<file path="config.mk">
export PLATFORM = sky130hd
export DESIGN_NAME = secondary_timer_compare_sync
export DESIGN_NICKNAME = d
export VERILOG_FILES = /design/src/common/secondary_timer_pkg.sv /design/src/core/secondary_prescaler.sv /design/src/core/secondary_timer_compare_sync.sv
export VERILOG_INCLUDE_DIRS = /design/src /design/src/common
export SDC_FILE = /design/constraint.sdc
export NUM_CORES = 1
export LEC_CHECK = 0
export ABC_AREA = 1
export BUFFER_PORTS_ARGS = -buffer_cell sky130_fd_sc_hd__buf_2
export CAP_MARGIN = 20
export CORE_MARGIN = 5
export CORE_UTILIZATION = 59
export DETAILED_ROUTE_END_ITERATION = 8
export GPL_TIMING_DRIVEN = 0
export PLACE_DENSITY = 0.86
export SLEW_MARGIN = 20
export SYNTH_ARGS = -nofsm -noshare
export SYNTH_HDL_FRONTEND = slang
export SYNTH_HIERARCHICAL = 1
export SYNTH_SLANG_ARGS = --single-unit
</file>
<file path="constraint.sdc">
create_clock -name i_clk -period 3.2 [get_ports i_clk]
set_clock_uncertainty 0.1 [all_clocks]
set_input_delay 0.64 -clock i_clk [delete_from_list [all_inputs] [get_ports i_clk]]
set_output_delay 0.64 -clock i_clk [all_outputs]
set_load 0.01 [all_outputs]
</file>
<file path="src/common/secondary_timer_cfg.svh">
`ifndef SECONDARY_TIMER_CFG_SVH
`define SECONDARY_TIMER_CFG_SVH

// Register byte addresses on the register bus.
`define ADDR_CONTROL_ZERO     16'he8ac
`define ADDR_COMMAND          16'he8b0
`define ADDR_SYNC_CONFIG      16'he8b4
`define ADDR_COMPARE_ACTIVE   16'he8b8
`define ADDR_COMPARE_SHADOW   16'he8bc
`define ADDR_PERIOD           16'he8c0
`define ADDR_COUNTER          16'he8c4
`define ADDR_STATUS           16'he8c8

// Control register zero fields.
`define CTRL_DIR_BIT          6
`define CTRL_ALIGN_BIT        7
`define CTRL_CLKSEL_LSB       8
`define CTRL_CLKSEL_MSB       10
`define CTRL_PRESCALE_BIT     11
`define CTRL_RUN_BIT          12
`define CTRL_SHADOW_REQ_BIT   13

// Command register fields, write-only, read as zero.
`define CMD_RUN_SET_BIT       0
`define CMD_RUN_CLEAR_BIT     1
`define CMD_SHADOW_SET_BIT    2
`define CMD_SHADOW_CLEAR_BIT  3
`define CMD_COUNT_RESET_BIT   4
`define CMD_STATE_SET_BIT     5
`define CMD_STATE_CLEAR_BIT   6

// Synchronisation and output configuration fields.
`define SYNC_SINGLE_SHOT_BIT  1
`define SYNC_TRIG_LSB         2
`define SYNC_TRIG_MSB         4
`define SYNC_TDIR_LSB         5
`define SYNC_TDIR_MSB         6
`define SYNC_PIN_POL_BIT      8
`define SYNC_MOD_POL_BIT      9

// Status register fields.
`define STATUS_STATE_BIT      0
`define STATUS_MATCH_BIT      1

// Reset values.
`define RESET_WORD16          16'h0000

// Extra prescaler adds a factor of 1/256, an exponent of eight.
`define PRESCALE_EXTRA_EXP    4'h8

`endif

</file>
<file path="src/common/secondary_timer_pkg.sv">
package secondary_timer_pkg;

  typedef enum logic [2:0] {
    trig_none      = 3'h0,
    trig_cmp0      = 3'h1,
    trig_cmp1      = 3'h2,
    trig_cmp2      = 3'h3,
    trig_cmp_any   = 3'h4,
    trig_period    = 3'h5,
    trig_zero_up   = 3'h6,
    trig_hall      = 3'h7
  } trigger_select_type;

  typedef enum logic [1:0] {
    tdir_reserved  = 2'h0,
    tdir_up        = 2'h1,
    tdir_down      = 2'h2,
    tdir_any       = 2'h3
  } trigger_direction_type;

  typedef enum logic [1:0] {
    resp_okay      = 2'h0,
    resp_slverr    = 2'h2
  } axi_resp_type;

endpackage : secondary_timer_pkg

</file>
<file path="src/core/secondary_prescaler.sv">
`timescale 1ns/10ps
`default_nettype none

module secondary_prescaler
  import secondary_timer_pkg::*;
#(
  parameter int WIDTH = 15
) (
  input  wire logic       i_clk,
  input  wire logic       i_rstn,
  input  wire logic       i_run,
  input  wire logic [2:0] i_clock_select,
  input  wire logic       i_extra_prescale,
  output logic            o_tick
);
`include "secondary_timer_cfg.svh"

  logic [WIDTH-1:0] count_r;
  logic [3:0]       exp_w;
  logic [WIDTH-1:0] mask_w;

  // Divide by two to the power of the select field, times 256 when enabled.
  assign exp_w  = {1'b0, i_clock_select} +
                  (i_extra_prescale ? `PRESCALE_EXTRA_EXP : 4'h0);
  assign mask_w = WIDTH'((32'h1 << exp_w) - 32'h1);
  assign o_tick = i_run & ((count_r & mask_w) == mask_w);

  // Held at zero while stopped, so the first tick after a start always
  // comes one full division later.
  always_ff @(posedge i_clk or negedge i_rstn) begin
    if (!i_rstn) begin
      count_r <= '0;
    end else if (!i_run) begin
      count_r <= '0;
    end else begin
      count_r <= count_r + WIDTH'(1);
    end
  end

endmodule : secondary_prescaler

`default_nettype wire

</file>
<file path="src/core/secondary_timer_compare_sync.sv">
`timescale 1ns/10ps
`default_nettype none

module secondary_timer_compare_sync
  import secondary_timer_pkg::*;
#(
  parameter int PRESCALE_WIDTH = 15
) (
  input  wire logic        i_clk,
  input  wire logic        i_rstn,
  input  wire logic        i_awvalid,
  output logic             o_awready,
  input  wire logic [15:0] i_awaddr,
  input  wire logic        i_wvalid,
  output logic             o_wready,
  input  wire logic [31:0] i_wdata,
  input  wire logic [3:0]  i_wstrb,
  output logic             o_bvalid,
  input  wire logic        i_bready,
  output logic [1:0]       o_bresp,
  input  wire logic        i_arvalid,
  output logic             o_arready,
  input  wire logic [15:0] i_araddr,
  output logic             o_rvalid,
  input  wire logic        i_rready,
  output logic [31:0]      o_rdata,
  output logic [1:0]       o_rresp,
  input  wire logic [2:0]  i_primary_compare,
  input  wire logic        i_primary_period_match,
  input  wire logic        i_primary_zero_match,
  input  wire logic        i_primary_count_direction,
  input  wire logic        i_hall_state_change,
  output logic             o_secondary_pwm_line,
  output logic             o_internal_modulation_line,
  output logic             o_channel_match,
  output logic             o_secondary_zero_match,
  output logic             o_secondary_shadow_pulse,
  output logic             o_single_shot_end,
  output logic             o_secondary_run_flag
);
`include "secondary_timer_cfg.svh"

  function automatic logic [15:0] merge16(input logic [15:0] old,
                                          input logic [31:0] data,
                                          input logic [3:0]  strb);
    merge16 = old;
    if (strb[0]) begin
      merge16[7:0] = data[7:0];
    end
    if (strb[1]) begin
      merge16[15:8] = data[15:8];
    end
  endfunction : merge16

  function automatic logic addr_is(input logic [15:0] addr,
                                   input logic [15:0] reg_addr);
    addr_is = (addr[15:2] == reg_addr[15:2]);
  endfunction : addr_is

  function automatic logic pick_event(input trigger_select_type sel,
                                      input logic [2:0] cmp,
                                      input logic per,
                                      input logic zero,
                                      input logic down,
                                      input logic hall);
    unique case (sel)
      trig_none:    pick_event = 1'b0;
      trig_cmp0:    pick_event = cmp[0];
      trig_cmp1:    pick_event = cmp[1];
      trig_cmp2:    pick_event = cmp[2];
      trig_cmp_any: pick_event = |cmp;
      trig_period:  pick_event = per;
      trig_zero_up: pick_event = zero & ~down;
      trig_hall:    pick_event = hall;
    endcase
  endfunction : pick_event

  function automatic logic dir_allows(input trigger_direction_type tdir,
                                      input logic down);
    unique case (tdir)
      tdir_reserved: dir_allows = 1'b0;
      tdir_up:       dir_allows = ~down;
      tdir_down:     dir_allows = down;
      tdir_any:      dir_allows = 1'b1;
    endcase
  endfunction : dir_allows

  // Register bus state.
  logic                  aw_held_r;
  logic [15:0]           awaddr_r;
  logic                  w_held_r;
  logic [31:0]           wdata_r;
  logic [3:0]            wstrb_r;
  logic                  bvalid_r;
  axi_resp_type          bresp_r;
  logic                  rvalid_r;
  logic [31:0]           rdata_r;
  axi_resp_type          rresp_r;
  logic [31:0]           rdata_nxt;
  logic                  rmapped_nxt;
  logic                  do_write;
  logic                  wmapped;

  // Timer state.
  logic                  run_r;
  logic                  shadow_req_r;
  logic                  extra_prescale_r;
  logic [2:0]            clock_select_r;
  logic                  align_mode_r;
  logic                  single_shot_r;
  trigger_select_type    trig_sel_r;
  trigger_direction_type trig_dir_r;
  logic                  pin_pol_r;
  logic                  mod_pol_r;
  logic [15:0]           count_r;
  logic [15:0]           period_r;
  logic [15:0]           period_shadow_r;
  logic [15:0]           compare_r;
  logic [15:0]           compare_shadow_r;
  logic                  state_r;
  logic                  pwm_line_r;
  logic                  mod_line_r;

  logic tick;
  logic period_hit;
  logic zero_match;
  logic channel_match;
  logic shadow_pulse;
  logic trigger;
  logic run_set;
  logic run_clear;
  logic cmd_run_set;
  logic cmd_run_clear;
  logic cmd_shadow_set;
  logic cmd_shadow_clear;
  logic cmd_count_reset;
  logic cmd_state_set;
  logic cmd_state_clear;
  logic wr_ctrl;
  logic wr_sync;
  logic wr_cmp_shadow;
  logic wr_period;
  logic wr_count;

  assign o_awready = ~aw_held_r & ~bvalid_r;
  assign o_wready  = ~w_held_r & ~bvalid_r;
  assign o_arready = ~rvalid_r;
  assign o_bvalid  = bvalid_r;
  assign o_bresp   = bresp_r;
  assign o_rvalid  = rvalid_r;
  assign o_rdata   = rdata_r;
  assign o_rresp   = rresp_r;

  assign do_write = aw_held_r & w_held_r & ~bvalid_r;
  assign wmapped  = addr_is(awaddr_r, `ADDR_CONTROL_ZERO) |
                    addr_is(awaddr_r, `ADDR_COMMAND) |
                    addr_is(awaddr_r, `ADDR_SYNC_CONFIG) |
                    addr_is(awaddr_r, `ADDR_COMPARE_ACTIVE) |
                    addr_is(awaddr_r, `ADDR_COMPARE_SHADOW) |
                    addr_is(awaddr_r, `ADDR_PERIOD) |
                    addr_is(awaddr_r, `ADDR_COUNTER) |
                    addr_is(awaddr_r, `ADDR_STATUS);

  assign wr_ctrl       = do_write & addr_is(awaddr_r, `ADDR_CONTROL_ZERO);
  assign wr_sync       = do_write & addr_is(awaddr_r, `ADDR_SYNC_CONFIG);
  assign wr_cmp_shadow = do_write & addr_is(awaddr_r, `ADDR_COMPARE_SHADOW);
  assign wr_period     = do_write & addr_is(awaddr_r, `ADDR_PERIOD);
  assign wr_count      = do_write & addr_is(awaddr_r, `ADDR_COUNTER);

  // Command bits are one-cycle strobes taken from byte lane zero.
  logic cmd_lane;
  assign cmd_lane = do_write & addr_is(awaddr_r, `ADDR_COMMAND) & wstrb_r[0];
  assign cmd_run_set      = cmd_lane & wdata_r[`CMD_RUN_SET_BIT];
  assign cmd_run_clear    = cmd_lane & wdata_r[`CMD_RUN_CLEAR_BIT];
  assign cmd_shadow_set   = cmd_lane & wdata_r[`CMD_SHADOW_SET_BIT];
  assign cmd_shadow_clear = cmd_lane & wdata_r[`CMD_SHADOW_CLEAR_BIT];
  assign cmd_count_reset  = cmd_lane & wdata_r[`CMD_COUNT_RESET_BIT];
  assign cmd_state_set    = cmd_lane & wdata_r[`CMD_STATE_SET_BIT];
  assign cmd_state_clear  = cmd_lane & wdata_r[`CMD_STATE_CLEAR_BIT];

  always_ff @(posedge i_clk or negedge i_rstn) begin
    if (!i_rstn) begin
      aw_held_r <= 1'b0;
      awaddr_r  <= 16'h0000;
      w_held_r  <= 1'b0;
      wdata_r   <= 32'h0000_0000;
      wstrb_r   <= 4'h0;
      bvalid_r  <= 1'b0;
      bresp_r   <= resp_okay;
    end else begin
      if (i_awvalid && o_awready) begin
        aw_held_r <= 1'b1;
        awaddr_r  <= i_awaddr;
      end
      if (i_wvalid && o_wready) begin
        w_held_r <= 1'b1;
        wdata_r  <= i_wdata;
        wstrb_r  <= i_wstrb;
      end
      if (do_write) begin
        aw_held_r <= 1'b0;
        w_held_r  <= 1'b0;
        bvalid_r  <= 1'b1;
        bresp_r   <= wmapped ? resp_okay : resp_slverr;
      end else if (bvalid_r && i_bready) begin
        bvalid_r <= 1'b0;
      end
    end
  end

  always_comb begin
    rdata_nxt   = 32'h0000_0000;
    rmapped_nxt = 1'b1;
    if (addr_is(i_araddr, `ADDR_CONTROL_ZERO)) begin
      rdata_nxt[`CTRL_SHADOW_REQ_BIT] = shadow_req_r;
      rdata_nxt[`CTRL_RUN_BIT]        = run_r;
      rdata_nxt[`CTRL_PRESCALE_BIT]   = extra_prescale_r;
      rdata_nxt[`CTRL_CLKSEL_MSB:`CTRL_CLKSEL_LSB] = clock_select_r;
      rdata_nxt[`CTRL_ALIGN_BIT]      = align_mode_r;
      rdata_nxt[`CTRL_DIR_BIT]        = i_primary_count_direction;
    end else if (addr_is(i_araddr, `ADDR_SYNC_CONFIG)) begin
      rdata_nxt[`SYNC_SINGLE_SHOT_BIT] = single_shot_r;
      rdata_nxt[`SYNC_TRIG_MSB:`SYNC_TRIG_LSB] = trig_sel_r;
      rdata_nxt[`SYNC_TDIR_MSB:`SYNC_TDIR_LSB] = trig_dir_r;
      rdata_nxt[`SYNC_PIN_POL_BIT] = pin_pol_r;
      rdata_nxt[`SYNC_MOD_POL_BIT] = mod_pol_r;
    end else if (addr_is(i_araddr, `ADDR_COMPARE_ACTIVE)) begin
      rdata_nxt[15:0] = compare_r;
    end else if (addr_is(i_araddr, `ADDR_COMPARE_SHADOW)) begin
      rdata_nxt[15:0] = compare_shadow_r;
    end else if (addr_is(i_araddr, `ADDR_PERIOD)) begin
      rdata_nxt[15:0] = period_r;
    end else if (addr_is(i_araddr, `ADDR_COUNTER)) begin
      rdata_nxt[15:0] = count_r;
    end else if (addr_is(i_araddr, `ADDR_STATUS)) begin
      rdata_nxt[`STATUS_STATE_BIT] = state_r;
      rdata_nxt[`STATUS_MATCH_BIT] = channel_match;
    end else if (!addr_is(i_araddr, `ADDR_COMMAND)) begin
      rmapped_nxt = 1'b0;
    end
  end

  always_ff @(posedge i_clk or negedge i_rstn) begin
    if (!i_rstn) begin
      rvalid_r <= 1'b0;
      rdata_r  <= 32'h0000_0000;
      rresp_r  <= resp_okay;
    end else if (i_arvalid && o_arready) begin
      rvalid_r <= 1'b1;
      rdata_r  <= rdata_nxt;
      rresp_r  <= rmapped_nxt ? resp_okay : resp_slverr;
    end else if (rvalid_r && i_rready) begin
      rvalid_r <= 1'b0;
    end
  end

  secondary_prescaler #(
    .WIDTH            (PRESCALE_WIDTH)
  ) u_prescaler (
    .i_clk            (i_clk),
    .i_rstn           (i_rstn),
    .i_run            (run_r),
    .i_clock_select   (clock_select_r),
    .i_extra_prescale (extra_prescale_r),
    .o_tick           (tick)
  );

  assign trigger = pick_event(trig_sel_r, i_primary_compare,
                              i_primary_period_match, i_primary_zero_match,
                              i_primary_count_direction,
                              i_hall_state_change) &
                   dir_allows(trig_dir_r, i_primary_count_direction);

  assign period_hit    = run_r & tick & (count_r == period_r);
  assign zero_match    = (count_r == 16'h0000);
  assign channel_match = (count_r == compare_r);
  assign o_single_shot_end = period_hit & single_shot_r;
  assign shadow_pulse  = shadow_req_r & (period_hit | ~run_r);

  assign run_set   = cmd_run_set | trigger;
  assign run_clear = cmd_run_clear | o_single_shot_end;

  always_ff @(posedge i_clk or negedge i_rstn) begin
    if (!i_rstn) begin
      run_r <= 1'b0;
    end else if (run_set ^ run_clear) begin
      run_r <= run_set;
    end
  end

  // A software request in the same cycle as a transfer stays pending.
  always_ff @(posedge i_clk or negedge i_rstn) begin
    if (!i_rstn) begin
      shadow_req_r <= 1'b0;
    end else if (cmd_shadow_set) begin
      shadow_req_r <= 1'b1;
    end else if (shadow_pulse || cmd_shadow_clear) begin
      shadow_req_r <= 1'b0;
    end
  end

  // Clock choice changes only while stopped so a period is never stretched.
  always_ff @(posedge i_clk or negedge i_rstn) begin
    if (!i_rstn) begin
      extra_prescale_r <= 1'b0;
      clock_select_r   <= 3'h0;
      align_mode_r     <= 1'b0;
    end else if (wr_ctrl) begin
      if (wstrb_r[0]) begin
        align_mode_r <= wdata_r[`CTRL_ALIGN_BIT];
      end
      if (wstrb_r[1] && !run_r) begin
        extra_prescale_r <= wdata_r[`CTRL_PRESCALE_BIT];
        clock_select_r   <= wdata_r[`CTRL_CLKSEL_MSB:`CTRL_CLKSEL_LSB];
      end
    end
  end

  always_ff @(posedge i_clk or negedge i_rstn) begin
    if (!i_rstn) begin
      single_shot_r <= 1'b0;
      trig_sel_r    <= trig_none;
      trig_dir_r    <= tdir_reserved;
      pin_pol_r     <= 1'b0;
      mod_pol_r     <= 1'b0;
    end else if (wr_sync) begin
      if (wstrb_r[0]) begin
        single_shot_r <= wdata_r[`SYNC_SINGLE_SHOT_BIT];
        trig_sel_r    <= trigger_select_type'(
                           wdata_r[`SYNC_TRIG_MSB:`SYNC_TRIG_LSB]);
        trig_dir_r    <= trigger_direction_type'(
                           wdata_r[`SYNC_TDIR_MSB:`SYNC_TDIR_LSB]);
      end
      if (wstrb_r[1]) begin
        pin_pol_r <= wdata_r[`SYNC_PIN_POL_BIT];
        mod_pol_r <= wdata_r[`SYNC_MOD_POL_BIT];
      end
    end
  end

  // Counter writes from software are ignored while the timer runs.
  always_ff @(posedge i_clk or negedge i_rstn) begin
    if (!i_rstn) begin
      count_r <= `RESET_WORD16;
    end else if (cmd_count_reset) begin
      count_r <= 16'h0000;
    end else if (wr_count && !run_r) begin
      count_r <= merge16(count_r, wdata_r, wstrb_r);
    end else if (run_r && tick) begin
      count_r <= period_hit ? 16'h0000 : count_r + 16'h0001;
    end
  end

  always_ff @(posedge i_clk or negedge i_rstn) begin
    if (!i_rstn) begin
      compare_shadow_r <= `RESET_WORD16;
      period_shadow_r  <= `RESET_WORD16;
    end else begin
      if (wr_cmp_shadow) begin
        compare_shadow_r <= merge16(compare_shadow_r, wdata_r, wstrb_r);
      end
      if (wr_period) begin
        period_shadow_r <= merge16(period_shadow_r, wdata_r, wstrb_r);
      end
    end
  end

  always_ff @(posedge i_clk or negedge i_rstn) begin
    if (!i_rstn) begin
      compare_r <= `RESET_WORD16;
      period_r  <= `RESET_WORD16;
    end else if (shadow_pulse) begin
      compare_r <= compare_shadow_r;
      period_r  <= period_shadow_r;
    end
  end

  // Hardware set beats a software clear arriving in the same cycle.
  always_ff @(posedge i_clk or negedge i_rstn) begin
    if (!i_rstn) begin
      state_r <= 1'b0;
    end else if (cmd_state_set) begin
      state_r <= 1'b1;
    end else if (run_r && tick && (zero_match || channel_match)) begin
      state_r <= channel_match;
    end else if (cmd_state_clear) begin
      state_r <= 1'b0;
    end
  end

  always_ff @(posedge i_clk or negedge i_rstn) begin
    if (!i_rstn) begin
      pwm_line_r <= 1'b0;
      mod_line_r <= 1'b0;
    end else begin
      pwm_line_r <= state_r ^ pin_pol_r;
      mod_line_r <= state_r ^ mod_pol_r;
    end
  end

  assign o_secondary_pwm_line       = pwm_line_r;
  assign o_internal_modulation_line = mod_line_r;
  assign o_channel_match            = channel_match;
  assign o_secondary_zero_match     = zero_match;
  assign o_secondary_shadow_pulse   = shadow_pulse;
  assign o_secondary_run_flag       = run_r;

endmodule : secondary_timer_compare_sync

`default_nettype wire

</file>
==> summary.txt, run 1 <==
status - complete, but fails checks
failing checks - setup timing
Req. time, crit path - 2460 ps
vias in the first global route - 9271
Netlist cell types - 40
CP Capture Type - primary output
Gate Count Post-Synth - 1342
via count - 9509
Final Setup Violations - 2
CTS tree - done
most frequent cells in the layout - 411 x nand2_1, 164 x dfrtp_1, 136 x inv_1
EDFF count, synth - 0
Nets - 1574
met2 global-route usage - 48.6%
first-pass GRT wire length - 46600 um
worst setup path category - flip-flop to primary output
Pwr Density - 531 nW/um^2
share of cells above drive strength 1 - 20.9%
die height - 139 um
latest clock arrival within the worst-skew pair - 440 ps
antenna violations before repair - 0
Die X - 139 um
Row Count - 47
Mapped Area - 9880 sq um
pin count of the biggest net entering global routing - 89
CP max FO - 3
period utilization - 118%
All-Layer GR Usage - 29.8%
commonest non-fill, non-tap cell in the layout - nand2_1
routing usage on met1 - 38.9%
diodes inserted - 0
Most Crowded Layer GR - met2
Syn. warnings - 6
Slew Viols, Final - 0
DIE AREA - 19400 sq um
Slew headroom - 51.9%
1st-pass router iterations - 6
TritonCTS Sinks - 167
CTS hold repair buffers - 0
post-layout util - 69.7%
initial DRC count - 858
Routed WL - 28600 um
routed vias/inst - 5.53
worst ir drop on vdd - 0.000502 V
CTS Buf Count - 17
core area - 16500 sq um
Layout area overhead - 16.6%
gpl congestion - 0.994
f_max - 265 MHz
H-tree depth - 4
Longest Clk Path Bufs - 2
PnR worst setup slack - -580 ps
drt drc - 0
I/O Pins - 130
root buf cell - clkbuf_16
RSZ-0062 raised after global routing - yes
grt ovf - 0
Fin. Hold Viols - 0
Critical Path AT - 3040 ps
worst hold path type - input port to asynchronous set/reset pin
nature of the critical path startpoint - flip-flop
GR Layer Usage met3 - 6.11%
CTS clk-pin slew, worst paths - 70 ps
post-DP HPWL - 21400 um
Final Total Pwr - 6110 uW
syn_area_per_cell - 7.36 sq um
Port Buffers - 89
Final min period - 3780 ps
#FFs+latches synth - 167
register area share after synthesis - 42.3%
LEAKAGE - 0.00594 uW
Initial Utilization - 59.8%
ys flop type - dfrtp_1
Final ANT Viol Nets - 0
worst-margin pin slew - 717 ps
Routed WL per cell - 16.6 um
ys async rst share - 100%
max-cap viol count - 0
==> worst paths after layout <==
kind                                       start                     end  cells after the start  slack [ps]
worst min-delay path                      i_rstn  u_prescaler/count_r[9]                      1          60
worst max register to register  extra_prescale_r             period_r[0]                     21         170
min in group i_clk                      i_bready                o_bvalid                      2         290
worst min register to register        o_rdata[5]              o_rdata[5]                      2         370
max in group asynchronous                 i_rstn       clock_select_r[0]                      2        2060
worst max-delay path            extra_prescale_r       o_single_shot_end                     18        -580
==> synthesized netlist by cell type, types with 3 or more instances <==
cell	count	area share, %
xor2_1	19	1.7
buf_6	5	0.57
o21ai_0	75	3.8
clkbuf_1	12	0.46
nor4_1	3	0.19
mux2_2	8	0.91
nand2_4	5	0.57
inv_1	137	5.2
buf_2	7	0.35
nor2_4	5	0.57
buf_12	3	0.61
inv_2	20	0.76
ha_1	4	0.51
nor2_1	120	4.6
nand3b_1	19	1.4
nand2_1	412	16
buf_4	29	2.2
o21ai_2	26	2.3
nand4_1	26	1.6
nand3_1	77	3.9
nor3_2	5	0.51
a21oi_1	55	2.8
o21ai_1	22	1.1
nor2_2	5	0.32
nor3_1	26	1.3
nand2_2	34	2.2
dfrtp_1	167	42
==> stage by stage <==
step,instance area (sq um),setup WS (ps),TNS [ps],instances,hold WS [ps]
floorplan,9940,184,0,1359,244
finish,11500,-580,-1110,1721,58.9
CTS,11400,-564,-1090,1712,99.5
detailed placement,10700,-571,-1320,1669,362
global route,11500,-719,-1380,1721,129
global placement,10700,-1150,-190670,1668,359
==> state kept, by name, summed over array words and instances, names as in the netlist, 2 cells and up <==
signal,cells
trig_sel_r,3
wstrb_r,2
clock_select_r,3
o_rdata,16
wdata_r,16
count_r,16
period_r,16
period_shadow_r,16
trig_dir_r,2
compare_r,16
compare_shadow_r,16
u_prescaler/count_r,15
awaddr_r,14
==> final cells by class <==
type | instances | area [sq um]
fillers | 1387 | 5010
multi-input cells | 978 | 4790
flip-flops and latches | 167 | 4180
repair buffers | 112 | 654
inverters | 158 | 608
clock buffers | 18 | 429
plain buffers | 54 | 392
well taps | 220 | 275
clock inverters | 14 | 186
==> power breakdown <==
group	total, uW	switching, uW	internal [uW]
sequential	2660	252	2410
combinational	1280	837	447
clock	2170	917	1250
==> logic make-up after synthesis <==
family | Yosys count | share of synthesized area [%]
AOI/OAI and AO/OA | 183 | 10.4
xor gates and xnor gates | 19 | 1.68
adders and majority gates | 4 | 0.507
buffers and inverters | 214 | 10.3
DFF | 167 | 42.3
muxes | 9 | 1.01
other | 1 | 0.0380
and+or+nand+nor | 745 | 33.7
==> routing by layer <==
layer,wire length (um),vias up
met5,0,-
met4,989,0
li1,-,4537
met3,2530,79
met1,11800,4426
met2,13300,467
==> critical path, stage by stage (launching register included) <==
cell and delay, ps:
dfrtp_1 430, nor2_4 150, nand3_2 110, ha_4 280, nor2_2 30, nor2_1 100
nand2_1 60, nor2_1 100, nand2_1 50, nor2_1 120, nand3_1 120, nor2_2 130
nand2_2 130, inv_4 100, nand4_1 100, nor3_2 190, nand3_1 130, nor2_2 130
buf_2 140
==> what timing repair did <==
| item | 4_1_cts | 5_1_grt |
|---|---|---|
| gates resized for setup | 11 | 4 |
| pin swaps | 5 | 11 |
| buffers inserted | 11 | 11 |
| endpoints found under the setup margin | 26 | 2 |
Power figures use the tool's default switching activity.
==> inputs of run 2 (changes only) <==
ABC_AREA = unset   (was 1)
CORE_UTILIZATION = 60   (was 59)
HOLD_SLACK_MARGIN = 0.08   (was unset)
PLACE_DENSITY = 0.88   (was 0.86)
clock period = 4.5 ns   (was 3.2 ns; I/O delays follow)
==> summary.txt, run 2 <==
CP Capture Type - primary output
dpl cell area - 9880 sq um (-7.7%)
H-tree depth - 4 (unchanged)
die height - 133 um (-4.6%)
CP max FO - 9 (+6)
FF-to-FF path depth - 18 (-14%)
register area share after synthesis - 46.1% (+3.8 points)
CP delay by family, top - compound AO/OA/AOI/OAI gates
leading area contributor after synthesis - dfrtp_1
LEAKAGE - 0.00525 uW (-12%)
post-synth top area share - 46.1% (+3.8 points)
Final Setup Violations - 0 (-2)
latest clock arrival within the worst-skew pair - 440 ps (about the same)
Slew headroom - 33.8% (-18 points)
1st-pass router iterations - 6 (unchanged)
EDFF count, synth - 0 (unchanged)
Final ANT Viol Nets - 0 (unchanged)
fin area - 10700 sq um (-6.9%)
status - complete, no violations
first-pass GRT wire length - 37900 um (-19%)
Req. time, crit path - 3500 ps (+1040 ps)
Crit path depth - 16 (-2)
ys async rst share - 100% (unchanged)
Final min period - 4410 ps
Die X - 133 um (-4.6%)
crit-path cells - nor3_4, nand2_2, ha_4, buf_4, a21oi_2, nor3_1, a2111o_1, a211oi_2, buf_4, nand2_4, nor2_4, nand2_4, a21bo_4, buf_12, inv_1, buf_2
top post-synthesis cells by area - dfrtp_1 46%, mux2_2 9.7%, mux2_4 5.5%
Layout area overhead - 18.2%
worst setup path endpoint - o_secondary_shadow_pulse
vias in the first global route - 7209 (-22%)
routed vias/inst - 6.29 (+14%)
grt ovf - 0 (unchanged)
worst ir drop on vdd - 0.000342 V (-32%)
FF-to-FF Start - clock_select_r[2]
Row Count - 45 (-4.3%)
post-DP HPWL - 16500 um (-23%)
CTS Buf Count - 17 (unchanged)
Slew Viols, Final - 0 (unchanged)
slowest CP cell - dfrtp_2
I/O Pins - 130 (unchanged)
Gate Count Post-Synth - 820 (-39%)
CTS tree - done
Fin. Hold Viols - 0 (unchanged)
PnR worst setup slack - 85.6 ps (+665 ps)
Longest Clk Path Bufs - 2 (unchanged)
TritonCTS Sinks - 167 (unchanged)
Mapped Area - 9070 sq um (-8.2%)
R2R setup slack - 770 ps (+600 ps)
syn_area_per_cell - 11.1 sq um (+50%)
Port Buffers - 88 (-1.1%)
Pwr Density - 365 nW/um^2 (-31%)
post-layout util - 71.3% (+1.6 points)
pin count of the biggest net entering global routing - 60 (-33%)
worst hold path type - input port to asynchronous set/reset pin
initial DRC count - 816 (-4.9%)
CTS hold repair buffers - 0 (unchanged)
max-cap viol count - 0 (unchanged)
most frequent cells in the layout - 165 x dfrtp_1, 97 x buf_2, 78 x mux2_2
core area - 15000 sq um (-9.0%)
diodes inserted - 0 (unchanged)
Netlist cell types - 76 (+90%)
RR Endpoint - count_r[12]
period utilization - 98.1%
antenna violations before repair - 0 (unchanged)
All-Layer GR Usage - 27.0% (-2.8 points)
Worst Setup SP - clock_select_r[2]
cell with the most instances after synthesis - dfrtp_1
DIE AREA - 17700 sq um (-9.0%)
gpl congestion - 0.921 (-7.3%)
Initial Utilization - 60.3% (+0.55 points)
ys flop type - dfrtp_1
Nets - 1055 (-33%)
share of cells above drive strength 1 - 32.8% (+12 points)
Routed WL - 24100 um (-16%)
crit path buf inv count - 5 (+3)
Crit path largest cell delay - 440 ps (about the same)
#FFs+latches synth - 167 (unchanged)
commonest non-fill, non-tap cell in the layout - dfrtp_1
Syn. warnings - 6 (unchanged)
Routed WL per cell - 20.6 um (+24%)
Post-synth top cells - 167 x dfrtp_1, 78 x mux2_2, 56 x nand2_1
nature of the critical path startpoint - flip-flop
CTS clk-pin slew, worst paths - 70 ps (about the same)
setup_tns - 0 ps (+1110 ps)
worst setup path category - flip-flop to primary output
f_max - 227 MHz
fill count - 1016 (-27%)
root buf cell - clkbuf_16
Critical Path AT - 3410 ps (+370 ps)
Worst Setup Slack post-DPL - -199 ps (+372 ps)
drt drc - 0 (unchanged)
worst-margin pin slew - 984 ps (+268 ps)
via count - 7354 (-23%)
==> run 2: per-stage QoR <==
stage / power, uW / cells / hold slack, ps
2_1_floorplan: 2200 / 837 / 338
6_report: 3920 / 1170 / 271
3_5_place_dp: 2440 / 1115 / 370
3_3_place_gp: 2410 / 1113 / 358
5_1_grt: 4090 / 1170 / 300
4_1_cts: 3920 / 1160 / 285
==> run 2: cells by family (layout without fill, tap and decap cells) <==
group	Yosys count	after routing	share of synthesized area [%]
and+or+nand+nor	244	244	15.0
DFF	167	167	46.1
AOI/OAI and AO/OA	150	150	11.4
muxes	122	122	16.6
buffers and inverters	84	229	5.71
xor gates and xnor gates	47	47	4.54
adders and majority gates	5	5	0.662
other	1	18	0.0413
==> run 2: worst min-delay path by stage <==
| stage | endpoint | depth (start not counted) | slack, ps | start |
|---|---|---|---|---|
| after floorplan | u_prescaler/count_r[0] | 1 | 340 | u_prescaler/count_r[0] |
| after global routing | o_rdata[2] | 1 | 300 | i_rstn |
| after global placement | o_rdata[3] | 2 | 360 | o_rdata[3] |
| final | mod_pol_r | 1 | 270 | i_rstn |
| after CTS | o_rdata[2] | 1 | 280 | i_rstn |
| after detailed placement | u_prescaler/count_r[0] | 1 | 370 | u_prescaler/count_r[0] |
==> run 2: repair_timing <==
| action | 4_1_cts | 5_1_grt |
|---|---|---|
| pin swaps | 8 | 10 |
| resized for setup | 11 | 9 |
| setup endpoints to repair | 2 | 2 |
| buffers inserted | 14 | 13 |
==> run 2: worst register-to-register path: stages (launching register included) <==
cell	delay [ps]
dfrtp_2	440
nor3_4	290
nand2_2	100
ha_4	190
buf_4	140
nor3_1	250
a21oi_2	50
nor3_1	200
a2111o_1	160
a211oi_2	50
buf_4	170
nand2_4	90
nor2_4	50
buf_4	140
buf_4	130
a211oi_2	530
buf_2	350
nand3_1	120
nand3_1	110
==> run 2: layout make-up <==
cell class	instances	area [sq um]	share of cell area (%)
multi-input cells	586	4500	42.0
plain buffers	60	410	3.83
well taps	188	235	2.19
clock buffers	22	494	4.61
clock inverters	10	118	1.10
repair buffers	117	708	6.61
flip-flops and latches	167	4180	39.0
inverters	20	75.1	0.700
==> run 2: report_power, final <==
part / internal, uW / leakage, uW / switching [uW]
Clock: 891 / 0.000291 / 603
Combinational: 262 / 0.00272 / 258
Sequential: 1670 / 0.00223 / 230
Total: 2830 / 0.00525 / 1090
==> run 2: metal layers <==
metal	vias up	routed length [um]	GRT usage, %
li1	3243	-	-
met1	3644	9470	35.4
met3	68	2310	6.88
met5	-	0	0
met2	399	11500	43.0
met4	0	846	11.1
